**src/core/uim_pkg.sv**
```systemverilog
// Package: register map, field positions and reset values of the interrupt mask block
package uim_pkg;

	// ----------------------------------------------------------------
	// Register map
	// ----------------------------------------------------------------
	localparam logic [11:0] UIM_MASK_OFFSET = 12'h038;
	localparam logic [11:0] UIM_RAW_OFFSET  = 12'h03C;
	localparam logic [11:0] UIM_MIS_OFFSET  = 12'h040;

	// ----------------------------------------------------------------
	// Field positions
	// ----------------------------------------------------------------
	localparam int UIM_RX_BIT  = 4;
	localparam int UIM_TX_BIT  = 5;
	localparam int UIM_RT_BIT  = 6;
	localparam int UIM_FE_BIT  = 7;
	localparam int UIM_PE_BIT  = 8;
	localparam int UIM_BE_BIT  = 9;
	localparam int UIM_OE_BIT  = 10;
	localparam int UIM_LSB     = UIM_RX_BIT;
	localparam int UIM_MSB     = UIM_OE_BIT;
	localparam int UIM_NSRC    = UIM_MSB - UIM_LSB + 1;

	// ----------------------------------------------------------------
	// Reset and fixed values
	// ----------------------------------------------------------------
	localparam logic [UIM_NSRC-1:0] UIM_MASK_RESET = 7'h00;
	localparam logic [31:0]         UIM_RDATA_IDLE = 32'h0000_0000;
	localparam logic [3:0]          UIM_RSVD_LOW   = 4'h0;

endpackage : uim_pkg

```
**src/core/uim_mask.sv**
```systemverilog
// Module: UART interrupt mask register with APB slave and combined interrupt line
//
// What this block does
// - Bit 9 masks break error, reset 0; set forwards raw break error.
// - Bit 8 masks parity error, reset 0; set forwards raw parity error.
// - Bit 6 masks receive time-out, reset 0; set forwards raw time-out.
// - Mask reads return the stored mask values, not raw interrupt state.
// - Bit 4 masks receive, reset 0; set forwards raw receive condition.
// - Bit 10 masks overrun error; set forwards raw overrun condition.
// - Bit 5 masks transmit, reset 0; read returns its setting.
// - Transmit mask set forwards raw transmit condition.
// - Bits 3:0 reserved, read as zero, writes ignored.
// - Cleared mask blocks its source; raw condition itself untouched.
`timescale 1ns/10ps
module uim_mask
	import uim_pkg::*;
(
	input  wire logic        pclk,
	input  wire logic        presetn,
	input  wire logic        psel,
	input  wire logic        penable,
	input  wire logic        pwrite,
	input  wire logic [11:0] paddr,
	input  wire logic [31:0] pwdata,
	output logic      [31:0] prdata,
	output logic             pready,
	output logic             pslverr,
	input  wire logic        overrun_err_raw,
	input  wire logic        break_err_raw,
	input  wire logic        parity_err_raw,
	input  wire logic        framing_err_raw,
	input  wire logic        rx_timeout_raw,
	input  wire logic        tx_irq_raw,
	input  wire logic        rx_irq_raw,
	output logic             uart_irq
);

	// ----------------------------------------------------------------
	// Source vector, ordered by bit position
	// ----------------------------------------------------------------
	logic [UIM_NSRC-1:0] raw_vec;
	logic [UIM_NSRC-1:0] mask_reg;
	logic [UIM_NSRC-1:0] masked_vec;

	assign raw_vec = {overrun_err_raw, break_err_raw, parity_err_raw, framing_err_raw,
		rx_timeout_raw, tx_irq_raw, rx_irq_raw};

	// Place a source vector into its register bits, reserved bits zero
	function automatic logic [31:0] uim_place(input logic [UIM_NSRC-1:0] v);
		logic [31:0] w;
		w = UIM_RDATA_IDLE;
		w[UIM_MSB:UIM_LSB] = v;
		w[UIM_LSB-1:0] = UIM_RSVD_LOW;
		return w;
	endfunction : uim_place

	// ----------------------------------------------------------------
	// APB decode
	// ----------------------------------------------------------------
	logic access;
	logic hit_mask;
	logic hit_raw;
	logic hit_mis;
	logic hit_any;

	assign access   = psel && penable;
	assign hit_mask = (paddr == UIM_MASK_OFFSET);
	assign hit_raw  = (paddr == UIM_RAW_OFFSET);
	assign hit_mis  = (paddr == UIM_MIS_OFFSET);
	assign hit_any  = hit_mask || hit_raw || hit_mis;
	// No wait states: read data is captured in the setup cycle
	assign pready   = 1'b1;
	// Status offsets swallow writes; only unmapped offsets report an error
	assign pslverr  = access && !hit_any;

	// ----------------------------------------------------------------
	// Mask register
	// ----------------------------------------------------------------
	// Only the source bits are stored; reserved bits are rebuilt on read
	always_ff @(posedge pclk or negedge presetn) begin
		if (!presetn) begin
			mask_reg <= UIM_MASK_RESET;
		end else if (access && pwrite && hit_mask) begin
			mask_reg <= pwdata[UIM_MSB:UIM_LSB];
		end
	end

	// ----------------------------------------------------------------
	// Gating and combined line
	// ----------------------------------------------------------------
	generate
		for (genvar i = 0; i < UIM_NSRC; i++) begin : g_gate
			assign masked_vec[i] = raw_vec[i] & mask_reg[i];
		end
	endgenerate

	assign uart_irq = |masked_vec;

	// ----------------------------------------------------------------
	// Read data
	// ----------------------------------------------------------------
	// Raw and masked views are read-only copies of the gating input and output
	always_ff @(posedge pclk or negedge presetn) begin
		if (!presetn) begin
			prdata <= UIM_RDATA_IDLE;
		end else if (psel && !penable && !pwrite) begin
			if (hit_mask) begin
				prdata <= uim_place(mask_reg);
			end else if (hit_raw) begin
				prdata <= uim_place(raw_vec);
			end else if (hit_mis) begin
				prdata <= uim_place(masked_vec);
			end else begin
				prdata <= UIM_RDATA_IDLE;
			end
		end
	end
endmodule : uim_mask

```
**config.mk**
```make
export PLATFORM = sky130hd
export DESIGN_NAME = uim_mask
export DESIGN_NICKNAME = d
export VERILOG_FILES = /design/src/core/uim_pkg.sv /design/src/core/uim_mask.sv
export SDC_FILE = /design/constraint.sdc
export NUM_CORES = 1
export LEC_CHECK = 0
export ABC_AREA = 1
export BUFFER_PORTS_ARGS = -buffer_cell sky130_fd_sc_hd__buf_2
export CAP_MARGIN = 15
export CORE_ASPECT_RATIO = 1.75
export CORE_MARGIN = 2
export CORE_UTILIZATION = 38
export CTS_BUF_LIST = sky130_fd_sc_hd__clkbuf_2 sky130_fd_sc_hd__clkbuf_4 sky130_fd_sc_hd__clkbuf_8
export DETAILED_ROUTE_END_ITERATION = 8
export PLACE_DENSITY = 0.8
export SYNTH_ARGS = -nofsm -noshare
export SYNTH_HDL_FRONTEND = slang
export SYNTH_SLANG_ARGS = --single-unit
```
**constraint.sdc**
```tcl
create_clock -name pclk -period 0.8 [get_ports pclk]
set_input_delay 0.08 -clock pclk [delete_from_list [all_inputs] [get_ports pclk]]
set_output_delay 0.08 -clock pclk [all_outputs]
set_load 0.05 [all_outputs]
```
Yosys cells after proc, flatten, opt, wreduce, memory -nomap -nowiden
Index checks and enable logic that the tools add are counted.
{"block": "totals", "output_inout_bits": 35, "input_bits": 56, "regBits": 39}
{"block": "op_classes", "muxes": 3, "reduce_logical": 12, "eq_ne": 3, "bitwise": 7}
{"op": "two-way mux 11 bit", "n": 3}
{"op": "equality test 12 x 6 -> 1 bit (second input constant)", "n": 2}
{"op": "equality test 12 x 7 -> 1 bit (second input constant)", "n": 1}
{"op": "AND 1 bit", "n": 7}
{"op": "OR reduction 7 bit", "n": 1}
{"op": "logical AND 1 bit", "n": 6}
{"op": "logical NOT 1 bit", "n": 3}
{"op": "logical OR 1 bit", "n": 2}

Logic depth before layout (Yosys ltp)
Gate-level depths: netlist (run 1).
{"block": "logic_depth", "ltp_word": 5, "mapped_depth": 10}

Worst setup path before layout (run 1)
Ideal clock, no wire load.
{"block": "synth_path", "kind": "register to output", "start": "register mask_reg[4]", "end": "output port uart_irq", "stages_incl_launch_ff": 5, "slack_ns": -0.415, "arrival_time_ns": 1.135, "path_buffers": 0, "cell_sequence": "dfrtp_1 -> nand2_1 -> inv_1 -> nor3_1 -> nand4_1"}
{"block": "synth_via", "elab_chain_len": 2}
{"element": "from (decl)", "line": "uim_mask.sv:42", "text": "logic [UIM_NSRC-1:0] mask_reg;"}
{"element": "from (signal assigned)", "line": "uim_mask.sv:84", "text": "mask_reg <= pwdata[UIM_MSB:UIM_LSB];"}
{"element": "AND 1 bit", "line": "uim_mask.sv:93", "text": "assign masked_vec[i] = raw_vec[i] & mask_reg[i];"}
{"element": "OR reduction 7 bit", "line": "uim_mask.sv:97", "text": "assign uart_irq = |masked_vec;"}
{"element": "to (decl)", "line": "uim_mask.sv:35", "text": "output logic uart_irq"}
Every way passes these cells.

Worst setup path in the final report (run 1)
{"block": "layout_path", "start": "register mask_reg[6]", "end": "output port uart_irq"}
The elaborated chain is that of the path after synthesis.

==> flow_summary_export.csv, run 1 <==
group,metric,value,unit
min_path,hold-path-cell-count,3,
detailed_routing,drt_first_pass_iters,4,
clocking,root_buffer,"clkbuf_8",
timing,finalCritPeriodShare,1.64,
final_layout,multiInputGateArea,861,um2
critical_path,path_max_fanout,2,
status,violations,"setup timing",
synth,syn_area_per_cell,6.88,um2
detailed_routing,post_drt_via_cell_ratio,4.47,
final_layout,layout_commonest_cell,"nand2_1",
status,outcome,"complete, but fails checks",
critical_path,critPathSlowestCell,"dfrtp_1",
detailed_routing,via_count,1368,
power_and_ir_drop,finalPower,0.00200,W
placement,dp_hpwl,2590,um
global_routing,antenna_found_initial,0,
critical_path,reg2reg_slack,-240,ps
final_layout,drive_above_1_share,0.582,
timing,rsz0062_at_grt,"yes",
run,drv_cap,0,
min_path,hold_path_end,"mask_reg[5]$_DFFE_PN0P_",
floorplan,ios,91,
detailed_routing,totalWireLength,3730,um
final_layout,area_growth,69.6,%
synth,synth_area,0.00127,mm2
critical_path,arrival,1230,ps
critical_path,r2r-start,"mask_reg[6]$_DFFE_PN0P_",
critical_path,worstPathRequired,720,ps
power_and_ir_drop,power_density,926,mW/mm2
detailed_routing,ant_nets,0,
synth,synthesis.yosys.warnings,0,
min_path,worstHoldPathType,"primary input to flip-flop",
floorplan,core,0.00318,mm2
floorplan,chipHeight,80.6,um
final_layout,nets,320,
clocking,htree_num_levels,1,
floorplan,fp.dieW,47.7,um
clocking,clk_latency,240,ps
critical_path,path_class,"flip-flop to output pin",
critical_path,critPathMaxStageDelay,390,ps
clocking,clock_path_buffers,2,
global_routing,grt_max_degree,15,
placement,place_congestion,0.859,
timing,worst_slack,-512,ps
synth,yosysUniqueCellTypes,19,
clocking,cts_sinks,14,
power_and_ir_drop,vdd_drop_max,0.994,mV
global_routing,grt_pass1_wl,5710,um
floorplan,start_util,0.401,
timing,setup_viol,23,
placement,numPortBuffers,39,
timing,clock_skew,2.42,ps
placement,place_area,0.00171,mm2
detailed_routing,drc,0,
final_layout,antenna_cells,0,
final_layout,final_area,0.00216,mm2
final_layout,nFillCells,255,
clocking,path_clk_slew,50,ps
critical_path,r2r_cells,8,
min_path,hold_start,"pwdata[9]",
global_routing,grt_usage,0.208,
timing,max_freq,0.762,GHz
critical_path,start_kind,"flip-flop",
detailed_routing,detail_route.iter0.violations,13,
critical_path,cpLargestDelayFamily,"simple AND/OR/NAND/NOR gates",
clocking,cts_tree,"built",
synth,synth-seq-cells,14,
final_layout,final_cell_mix,"nand2_1 (31), inv_1 (26), conb_1 (26), buf_4 (26), buf_6 (24)",
final_layout,ff_latch_area,353,um2
detailed_routing,routedWlPerCell,12.2,um
critical_path,reg2reg_to,"prdata[10]$_DFFE_PN0P_",
critical_path,cp_cell_sequence,"nand2_1 > nand2_2 > nor3_2 > nand4_1 > buf_6",
critical_path,worst-path-buf-inv,1,
synth,synthCells,185,
timing,drv_slew,0,
synth,seq_area_frac_synth,0.275,
power_and_ir_drop,p_leak,1.26,nW
global_routing,first_global_vias,1417,
floorplan,die-area,0.00385,mm2
timing,min_period,1310,ps
floorplan,rows,27,
critical_path,end_kind,"output pin",
global_routing,overflow,0,
timing,hold_violations,0,
final_layout,final_util,0.680,
clocking,cts_buffers,3,
## area by class of cell
cell class                 instances  area share
inverter                          36      0.0649
sequential                        14       0.163
clock buffer                       4      0.0255
multi-input combinational        131       0.399
timing repair buffer              78       0.322
tap                               43      0.0249
## worst min-delay path, delay by kind of cell
family                 cells  cell delay [ps]
AOI/OAI and AO/OA          1               50
buffers and inverters      2              150
## power breakdown
| group | internal (W) | total [W] | switching (W) |
|---|---|---|---|
| logic | 0.000173 | 0.000621 | 0.000448 |
| clock network | 0.000435 | 0.000669 | 0.000233 |
| registers | 0.000709 | 0.000710 | 0.000000572 |
## synthesized netlist by cell type
| library cell | count | area (um2) |
|---|---|---|
| a21oi_1 | 1 | 5.00 |
| and3_1 | 1 | 6.26 |
| buf_4 | 26 | 195 |
| buf_6 | 2 | 22.5 |
| conb_1 | 2 | 7.51 |
| dfrtp_1 | 14 | 350 |
| inv_1 | 35 | 131 |
| inv_2 | 1 | 3.75 |
| nand2_1 | 47 | 176 |
| nand2_2 | 6 | 37.5 |
| nand3_1 | 28 | 140 |
| nand4_1 | 1 | 6.26 |
| nand4_4 | 1 | 21.3 |
| nor2_1 | 4 | 15.0 |
| nor2_2 | 5 | 31.3 |
| nor2_8 | 2 | 40.0 |
| nor3_1 | 1 | 5.00 |
| nor3_4 | 1 | 16.3 |
| o21ai_2 | 7 | 61.3 |
## cells by family after synthesis
logic type	count (synthesis)	share of synthesized area
other cells	2	0.00590
compound gates	8	0.0521
simple gates	97	0.389
flops	14	0.275
buf+inv	64	0.277
## per-stage QoR
step | std cells | hold slack, ps | worst slack, ps | TNS, ps
floorplan | 209 | -216 | -415 | -1730
global placement | 288 | -22.0 | -322 | -4770
detailed placement | 288 | -14.3 | -358 | -5170
CTS | 302 | 70.7 | -479 | -2830
global route | 306 | 78.5 | -558 | -4050
finish | 306 | 72.8 | -512 | -2970
## how the worst max path moves through the flow
| stage | start | slack, ps | cells after the start | end |
|---|---|---|---|---|
| after global placement | paddr[1] | -320 | 7 | mask_reg[6]$_DFFE_PN0P_ |
| final | mask_reg[6]$_DFFE_PN0P_ | -510 | 5 | uart_irq |
| after global routing | mask_reg[6]$_DFFE_PN0P_ | -560 | 5 | uart_irq |
| after detailed placement | paddr[9] | -360 | 7 | mask_reg[6]$_DFFE_PN0P_ |
| after floorplan | mask_reg[4]$_DFFE_PN0P_ | -410 | 4 | uart_irq |
| after CTS | mask_reg[6]$_DFFE_PN0P_ | -480 | 5 | uart_irq |
## metal layers
metal,routed length (um),GRT usage
met3,164,0.0270
met1,1160,0.180
met4,119,0.135
met5,0,0
met2,2290,0.393
## what timing repair did
action                                  CTS  global route
hold buffers                              1             0
endpoints found under the hold margin    14             0
pin swaps                                18            24
gates resized for setup                  45            34
setup buffers                            11             6
endpoints found under the setup margin   23            23
Note: power is estimated with default switching activity, not from simulation.
==> inputs of run 2 (changes only) <==
--- a/config.mk
+++ b/config.mk
@@ -13,7 +13,8 @@
 export CORE_UTILIZATION = 38
 export CTS_BUF_LIST = sky130_fd_sc_hd__clkbuf_2 sky130_fd_sc_hd__clkbuf_4 sky130_fd_sc_hd__clkbuf_8
 export DETAILED_ROUTE_END_ITERATION = 8
-export PLACE_DENSITY = 0.8
+export PLACE_DENSITY = 0.78
+export SLEW_MARGIN = 25
 export SYNTH_ARGS = -nofsm -noshare
 export SYNTH_HDL_FRONTEND = slang
 export SYNTH_SLANG_ARGS = --single-unit
==> run 2 against run 1 <==
  * The flow still finishes with violations (setup timing)
  * Non-clock buffer count down 1
  * Via count grew 1.6%
  * Critical path depth is the same
  * Sequential power about the same
  * First-iteration DRC count grew 110%
  * Clock-buffer cell count unchanged
  * Largest cell class unchanged
  * Largest power group unchanged
==> flow_summary_export.csv, run 2 (same netlist as run 1, synthesis figures left out) <==
group,metric,value,unit
detailed_routing,detail_route.iter0.violations,27,
power_and_ir_drop,p_seq_frac,0.365,
critical_path,cpLargestDelayFamily,"simple AND/OR/NAND/NOR gates",
detailed_routing,drc,0,
critical_path,cp_cell_sequence,"nand2_1 > inv_2 > nor3_2 > nand4_1 > buf_6",
power_and_ir_drop,combPwrFrac,0.310,
power_and_ir_drop,p_leak,1.24,nW
critical_path,critPathMaxStageDelay,380,ps
detailed_routing,via_count,1390,
detailed_routing,post_drt_via_cell_ratio,4.56,
final_layout,multiInputGateArea,863,um2
detailed_routing,met3WireLength,188,um
power_and_ir_drop,p_clk_frac,0.325,
timing,min_period,1330,ps
clocking,path_clk_slew,50,ps
detailed_routing,met2_length,2100,um
global_routing,grt_max_degree,15,
critical_path,path_class,"flip-flop to output pin",
power_and_ir_drop,power_density,926,mW/mm2
clocking,cts_tree,"built",
power_and_ir_drop,power_switching,0.000690,W
detailed_routing,routedWlPerCell,11.9,um
floorplan,core,0.00318,mm2
status,violations,"setup timing",
clocking,clock_path_buffers,2,
timing,rsz0062_at_grt,"yes",
detailed_routing,ant_nets,0,
final_layout,area_growth,65.2,%
floorplan,ios,91,
detailed_routing,top_layer,"met4",
final_layout,final_cell_count_no_fill,305,
timing,hold_violations,0,
timing,worst_slack,-527,ps
timing,clock_skew,5.18,ps
final_layout,layout_commonest_cell,"nand2_1",
clocking,htree_num_levels,1,
clocking,cts_buffers,3,
global_routing,grt_usage,0.198,
clocking,clk_latency,250,ps
status,outcome,"complete, but fails checks",
critical_path,start_kind,"flip-flop",
clocking,cts_sinks,14,
final_layout,ff_latch_area,353,um2
placement,place_congestion,0.901,
timing,setup_viol,23,
timing,fin_setup_tns,-2920,ps
final_layout,nets,319,
placement,numPortBuffers,39,
min_path,worstHoldPathType,"primary input to flip-flop",
critical_path,critPathSlowestCell,"dfrtp_1",
critical_path,worstPathRequired,720,ps
timing,drv_slew,0,
global_routing,antenna_found_initial,0,
final_layout,nFillCells,268,
power_and_ir_drop,vdd_drop_max,0.935,mV
power_and_ir_drop,p_sw_frac,0.354,
global_routing,grt_pass1_wl,5560,um
critical_path,worst-path-buf-inv,2,
detailed_routing,drt_first_pass_iters,4,
detailed_routing,totalWireLength,3640,um
final_layout,drive_above_1_share,0.592,
final_layout,antenna_cells,0,
final_layout,final_cell_mix,"nand2_1 (30), buf_4 (27), conb_1 (26), inv_1 (24), buf_2 (23)",
critical_path,end_kind,"output pin",
critical_path,arrival,1250,ps
floorplan,die-area,0.00385,mm2
critical_path,reg2reg_slack,-330,ps
run,drv_cap,0,
floorplan,rows,27,
floorplan,fp.dieW,47.7,um
timing,whs,70.8,ps
critical_path,path_max_fanout,2,
power_and_ir_drop,p_int,0.00126,W
detailed_routing,wl_met1,1120,um
clocking,root_buffer,"clkbuf_8",
global_routing,first_global_vias,1377,
timing,finalCritPeriodShare,1.66,
timing,max_freq,0.754,GHz
placement,dp_hpwl,2430,um
floorplan,start_util,0.401,
floorplan,chipHeight,80.6,um
global_routing,overflow,0,
placement,dp.cells,288,
## run 2: cell types whose count changed in the layout (fill, tap and decap cells not counted), sizes merged
cell / change
buf: -1
## run 2: worst reg2reg max path, stage by stage, from the launching register on
cell,delay (ps)
dfrtp_1,380
buf_4,140
buf_4,120
buf_6,110
inv_2,40
nand3_2,60
nand2_1,60
inv_1,30
nand2_1,40
nand2_1,50
## run 2: final timing paths
| kind | startpoint | end | cells after the start |
|---|---|---|---|
| hold reg to reg | prdata[4]$_DFFE_PN0P_ | prdata[4]$_DFFE_PN0P_ | 2 |
| hold / removal | pwdata[8] | mask_reg[4]$_DFFE_PN0P_ | 3 |
| min in group asynchronous | presetn | prdata[8]$_DFFE_PN0P_ | 2 |
| max in group asynchronous | presetn | prdata[5]$_DFFE_PN0P_ | 2 |
| setup / recovery | mask_reg[4]$_DFFE_PN0P_ | uart_irq | 5 |
| setup reg to reg | mask_reg[4]$_DFFE_PN0P_ | prdata[8]$_DFFE_PN0P_ | 9 |
## run 2: cell type report
cell class	instances	area share
Multi-Input combinational cell	131	0.411
Inverter	36	0.0679
Sequential cell	14	0.168
Timing Repair Buffer	77	0.305
Tap cell	43	0.0256
Clock buffer	4	0.0232
## run 2: per-layer routing
layer | global-route usage | vias up
met3 | 0.0225 | 20
met1 | 0.193 | 646
met5 | 0 | -
li1 | - | 660
met4 | 0.149 | 0
met2 | 0.347 | 64
## run 2: through the flow
stage	area [um2]	power [W]	util	setup WS, ps
after floorplan	1460	0.00120	-	-415
after global placement	1680	0.00126	0.530	-388
after detailed placement	1680	0.00126	0.530	-435
after CTS	1950	0.00195	0.615	-485
after global routing	2100	0.00204	0.662	-646
final	2100	0.00195	0.662	-527
## run 2: power by group through the flow
stage | Sequential [W] | Combinational (W) | Clock (W)
6_report | 0.000710 | 0.000604 | 0.000632
5_1_grt | 0.000709 | 0.000645 | 0.000690
4_1_cts | 0.000710 | 0.000578 | 0.000658
3_5_place_dp | 0.000722 | 0.000542 | 0
3_3_place_gp | 0.000722 | 0.000538 | 0
2_1_floorplan | 0.000723 | 0.000478 | 0
## run 2: repair_timing
item,CTS,global route
setup endpoints to repair,16,23
buffers inserted,6,10
hold endpoints to repair,14,0
gates resized for setup,50,34
hold buffers,1,0
pin swaps,19,19
==> inputs of run 3 (changes only) <==
==> constraint.sdc (replaced) <==
create_clock -name pclk -period 0.8 [get_ports pclk]
set_input_delay 0.24 -clock pclk [delete_from_list [all_inputs] [get_ports pclk]]
set_output_delay 0.24 -clock pclk [all_outputs]
set_load 0.05 [all_outputs]
==> run 3 against run 2 <==
  * The run still ends with setup timing left
  * Critical path depth did not move
  * Critical endpoint unchanged
  * Final area rose by 1.8%
  * Non-clock buffer count fell by 5
  * Cell count fell by 1.6%
==> flow_summary_export.csv, run 3 (same netlist as run 1, synthesis figures left out) <==
group,metric,value,unit
status,outcome,"complete, but fails checks",
status,violations,"setup timing",
timing,whs,230,ps
critical_path,reg2reg_slack,-240,ps
detailed_routing,met2_length,2240,um
power_and_ir_drop,vdd_drop_max,0.949,mV
detailed_routing,met3WireLength,222,um
timing,min_period,1530,ps
detailed_routing,post_drt_via_cell_ratio,4.64,
final_layout,area_growth,68.2,%
critical_path,critPathMaxStageDelay,390,ps
global_routing,grt_pass1_wl,6040,um
floorplan,start_util,0.401,
clocking,htree_num_levels,1,
timing,clock_skew,1.18,ps
critical_path,worst-path-buf-inv,2,
clocking,clk_latency,240,ps
power_and_ir_drop,p_clk_frac,0.338,
placement,dp_hpwl,2350,um
global_routing,grt_max_degree,15,
timing,fin_setup_tns,-7370,ps
detailed_routing,wl_met1,1170,um
floorplan,ios,91,
min_path,worstHoldPathType,"primary input to flip-flop",
critical_path,path_class,"flip-flop to output pin",
power_and_ir_drop,power_switching,0.000694,W
detailed_routing,detail_route.iter0.violations,29,
critical_path,critPathSlowestCell,"dfrtp_1",
clocking,cts_buffers,3,
final_layout,final_cell_mix,"nand2_1 (32), inv_1 (30), conb_1 (26), buf_6 (23), buf_4 (23)",
final_layout,multiInputGateArea,896,um2
detailed_routing,routedWlPerCell,12.8,um
detailed_routing,via_count,1391,
critical_path,r2r-start,"mask_reg[2]$_DFFE_PN0P_",
clocking,clock_path_buffers,2,
floorplan,rows,27,
timing,rsz0062_at_grt,"yes",
final_layout,nFillCells,275,
critical_path,r2r_cells,7,
global_routing,overflow,0,
placement,place_congestion,0.799,
critical_path,path_max_fanout,2,
final_layout,antenna_cells,0,
power_and_ir_drop,p_leak,1.23,nW
timing,setup_viol,23,
critical_path,start_kind,"flip-flop",
timing,hold_violations,0,
clocking,path_clk_slew,60,ps
timing,finalCritPeriodShare,1.91,
final_layout,nets,314,
final_layout,drive_above_1_share,0.568,
clocking,cts_tree,"built",
timing,max_freq,0.653,GHz
min_path,hold-path-cell-count,3,
critical_path,reg2reg_to,"prdata[6]$_DFFE_PN0P_",
timing,drv_slew,0,
critical_path,arrival,1290,ps
global_routing,first_global_vias,1452,
power_and_ir_drop,p_int,0.00132,W
run,drv_cap,0,
detailed_routing,drt_first_pass_iters,4,
detailed_routing,drc,0,
floorplan,die-area,0.00385,mm2
floorplan,chipHeight,80.6,um
final_layout,ff_latch_area,359,um2
min_path,hold_start,"pwdata[10]",
placement,numPortBuffers,39,
detailed_routing,top_layer,"met4",
global_routing,grt_usage,0.222,
global_routing,antenna_found_initial,0,
critical_path,cpLargestDelayFamily,"simple AND/OR/NAND/NOR gates",
floorplan,core,0.00318,mm2
power_and_ir_drop,p_seq_frac,0.353,
min_path,hold_path_end,"mask_reg[6]$_DFFE_PN0P_",
final_layout,layout_commonest_cell,"nand2_1",
timing,worst_slack,-731,ps
detailed_routing,totalWireLength,3840,um
critical_path,end_kind,"output pin",
power_and_ir_drop,power_density,939,mW/mm2
power_and_ir_drop,p_sw_frac,0.345,
clocking,cts_sinks,14,
power_and_ir_drop,combPwrFrac,0.309,
floorplan,fp.dieW,47.7,um
critical_path,worstPathRequired,560,ps
detailed_routing,ant_nets,0,
critical_path,cp_cell_sequence,"nand2_1 > inv_2 > nor3_4 > nand4_1 > buf_6",
clocking,root_buffer,"clkbuf_8",
run 3: changes by cell type in the layout (fill, tap and decap cells not counted), sizes merged:
cell	delta
buf	-5
run 3: what timing repair did:
| item | in CTS | in global routing |
|---|---|---|
| gates cloned | 2 | 0 |
| endpoints found under the setup margin | 23 | 23 |
| resized for setup | 73 | 15 |
| hold buffers | 1 | 0 |
| endpoints found under the hold margin | 14 | 0 |
| setup buffers | 8 | 3 |
| pin swaps | 26 | 14 |
run 3: worst max-delay path by stage:
stage / end / from / slack, ps / cells past startpoint
2_1_floorplan: uart_irq / mask_reg[4]$_DFFE_PN0P_ / -570 / 4
3_5_place_dp: pslverr / paddr[1] / -600 / 7
6_report: uart_irq / mask_reg[4]$_DFFE_PN0P_ / -730 / 5
5_1_grt: uart_irq / mask_reg[3]$_DFFE_PN0P_ / -790 / 5
4_1_cts: uart_irq / mask_reg[4]$_DFFE_PN0P_ / -660 / 5
3_3_place_gp: pslverr / paddr[7] / -580 / 7
run 3: metal layers:
metal,vias up,track usage
met2,70,0.393
met1,641,0.202
li1,656,-
met4,0,0.162
met3,24,0.0427
met5,-,0
run 3: worst register-to-register path, cell delays in order, from the launching register on:
cell and delay (ps):
dfrtp_1 400, buf_4 160, inv_1 60, nand3_2 90, nand2_2 90, inv_2 50, nand2_2 60, nand2_1 50
run 3: power groups by stage:
stage	logic (W)	registers, W	clock network [W]
after CTS	0.000606	0.000709	0.000693
final	0.000621	0.000709	0.000680
after detailed placement	0.000538	0.000722	0
after floorplan	0.000469	0.000723	0
after global routing	0.000657	0.000709	0.000728
after global placement	0.000533	0.000722	0
run 3: through the flow:
step	utilization	power (W)	std cells	area [um2]	worst slack (ps)
finish	0.674	0.00201	300	2140	-731
global route	0.674	0.00209	300	2140	-791
CTS	0.674	0.00201	301	2140	-657
detailed placement	0.520	0.00126	286	1650	-602
global placement	0.520	0.00125	286	1650	-582
floorplan	-	0.00119	209	1440	-566
run 3: layout make-up:
cell class                      instances  area share
Multi-Input combinational cell        131       0.418
Timing Repair Buffer                   72       0.299
Sequential cell                        14       0.168
Inverter                               36      0.0643
Clock buffer                            4      0.0257
Tap cell                               43      0.0251
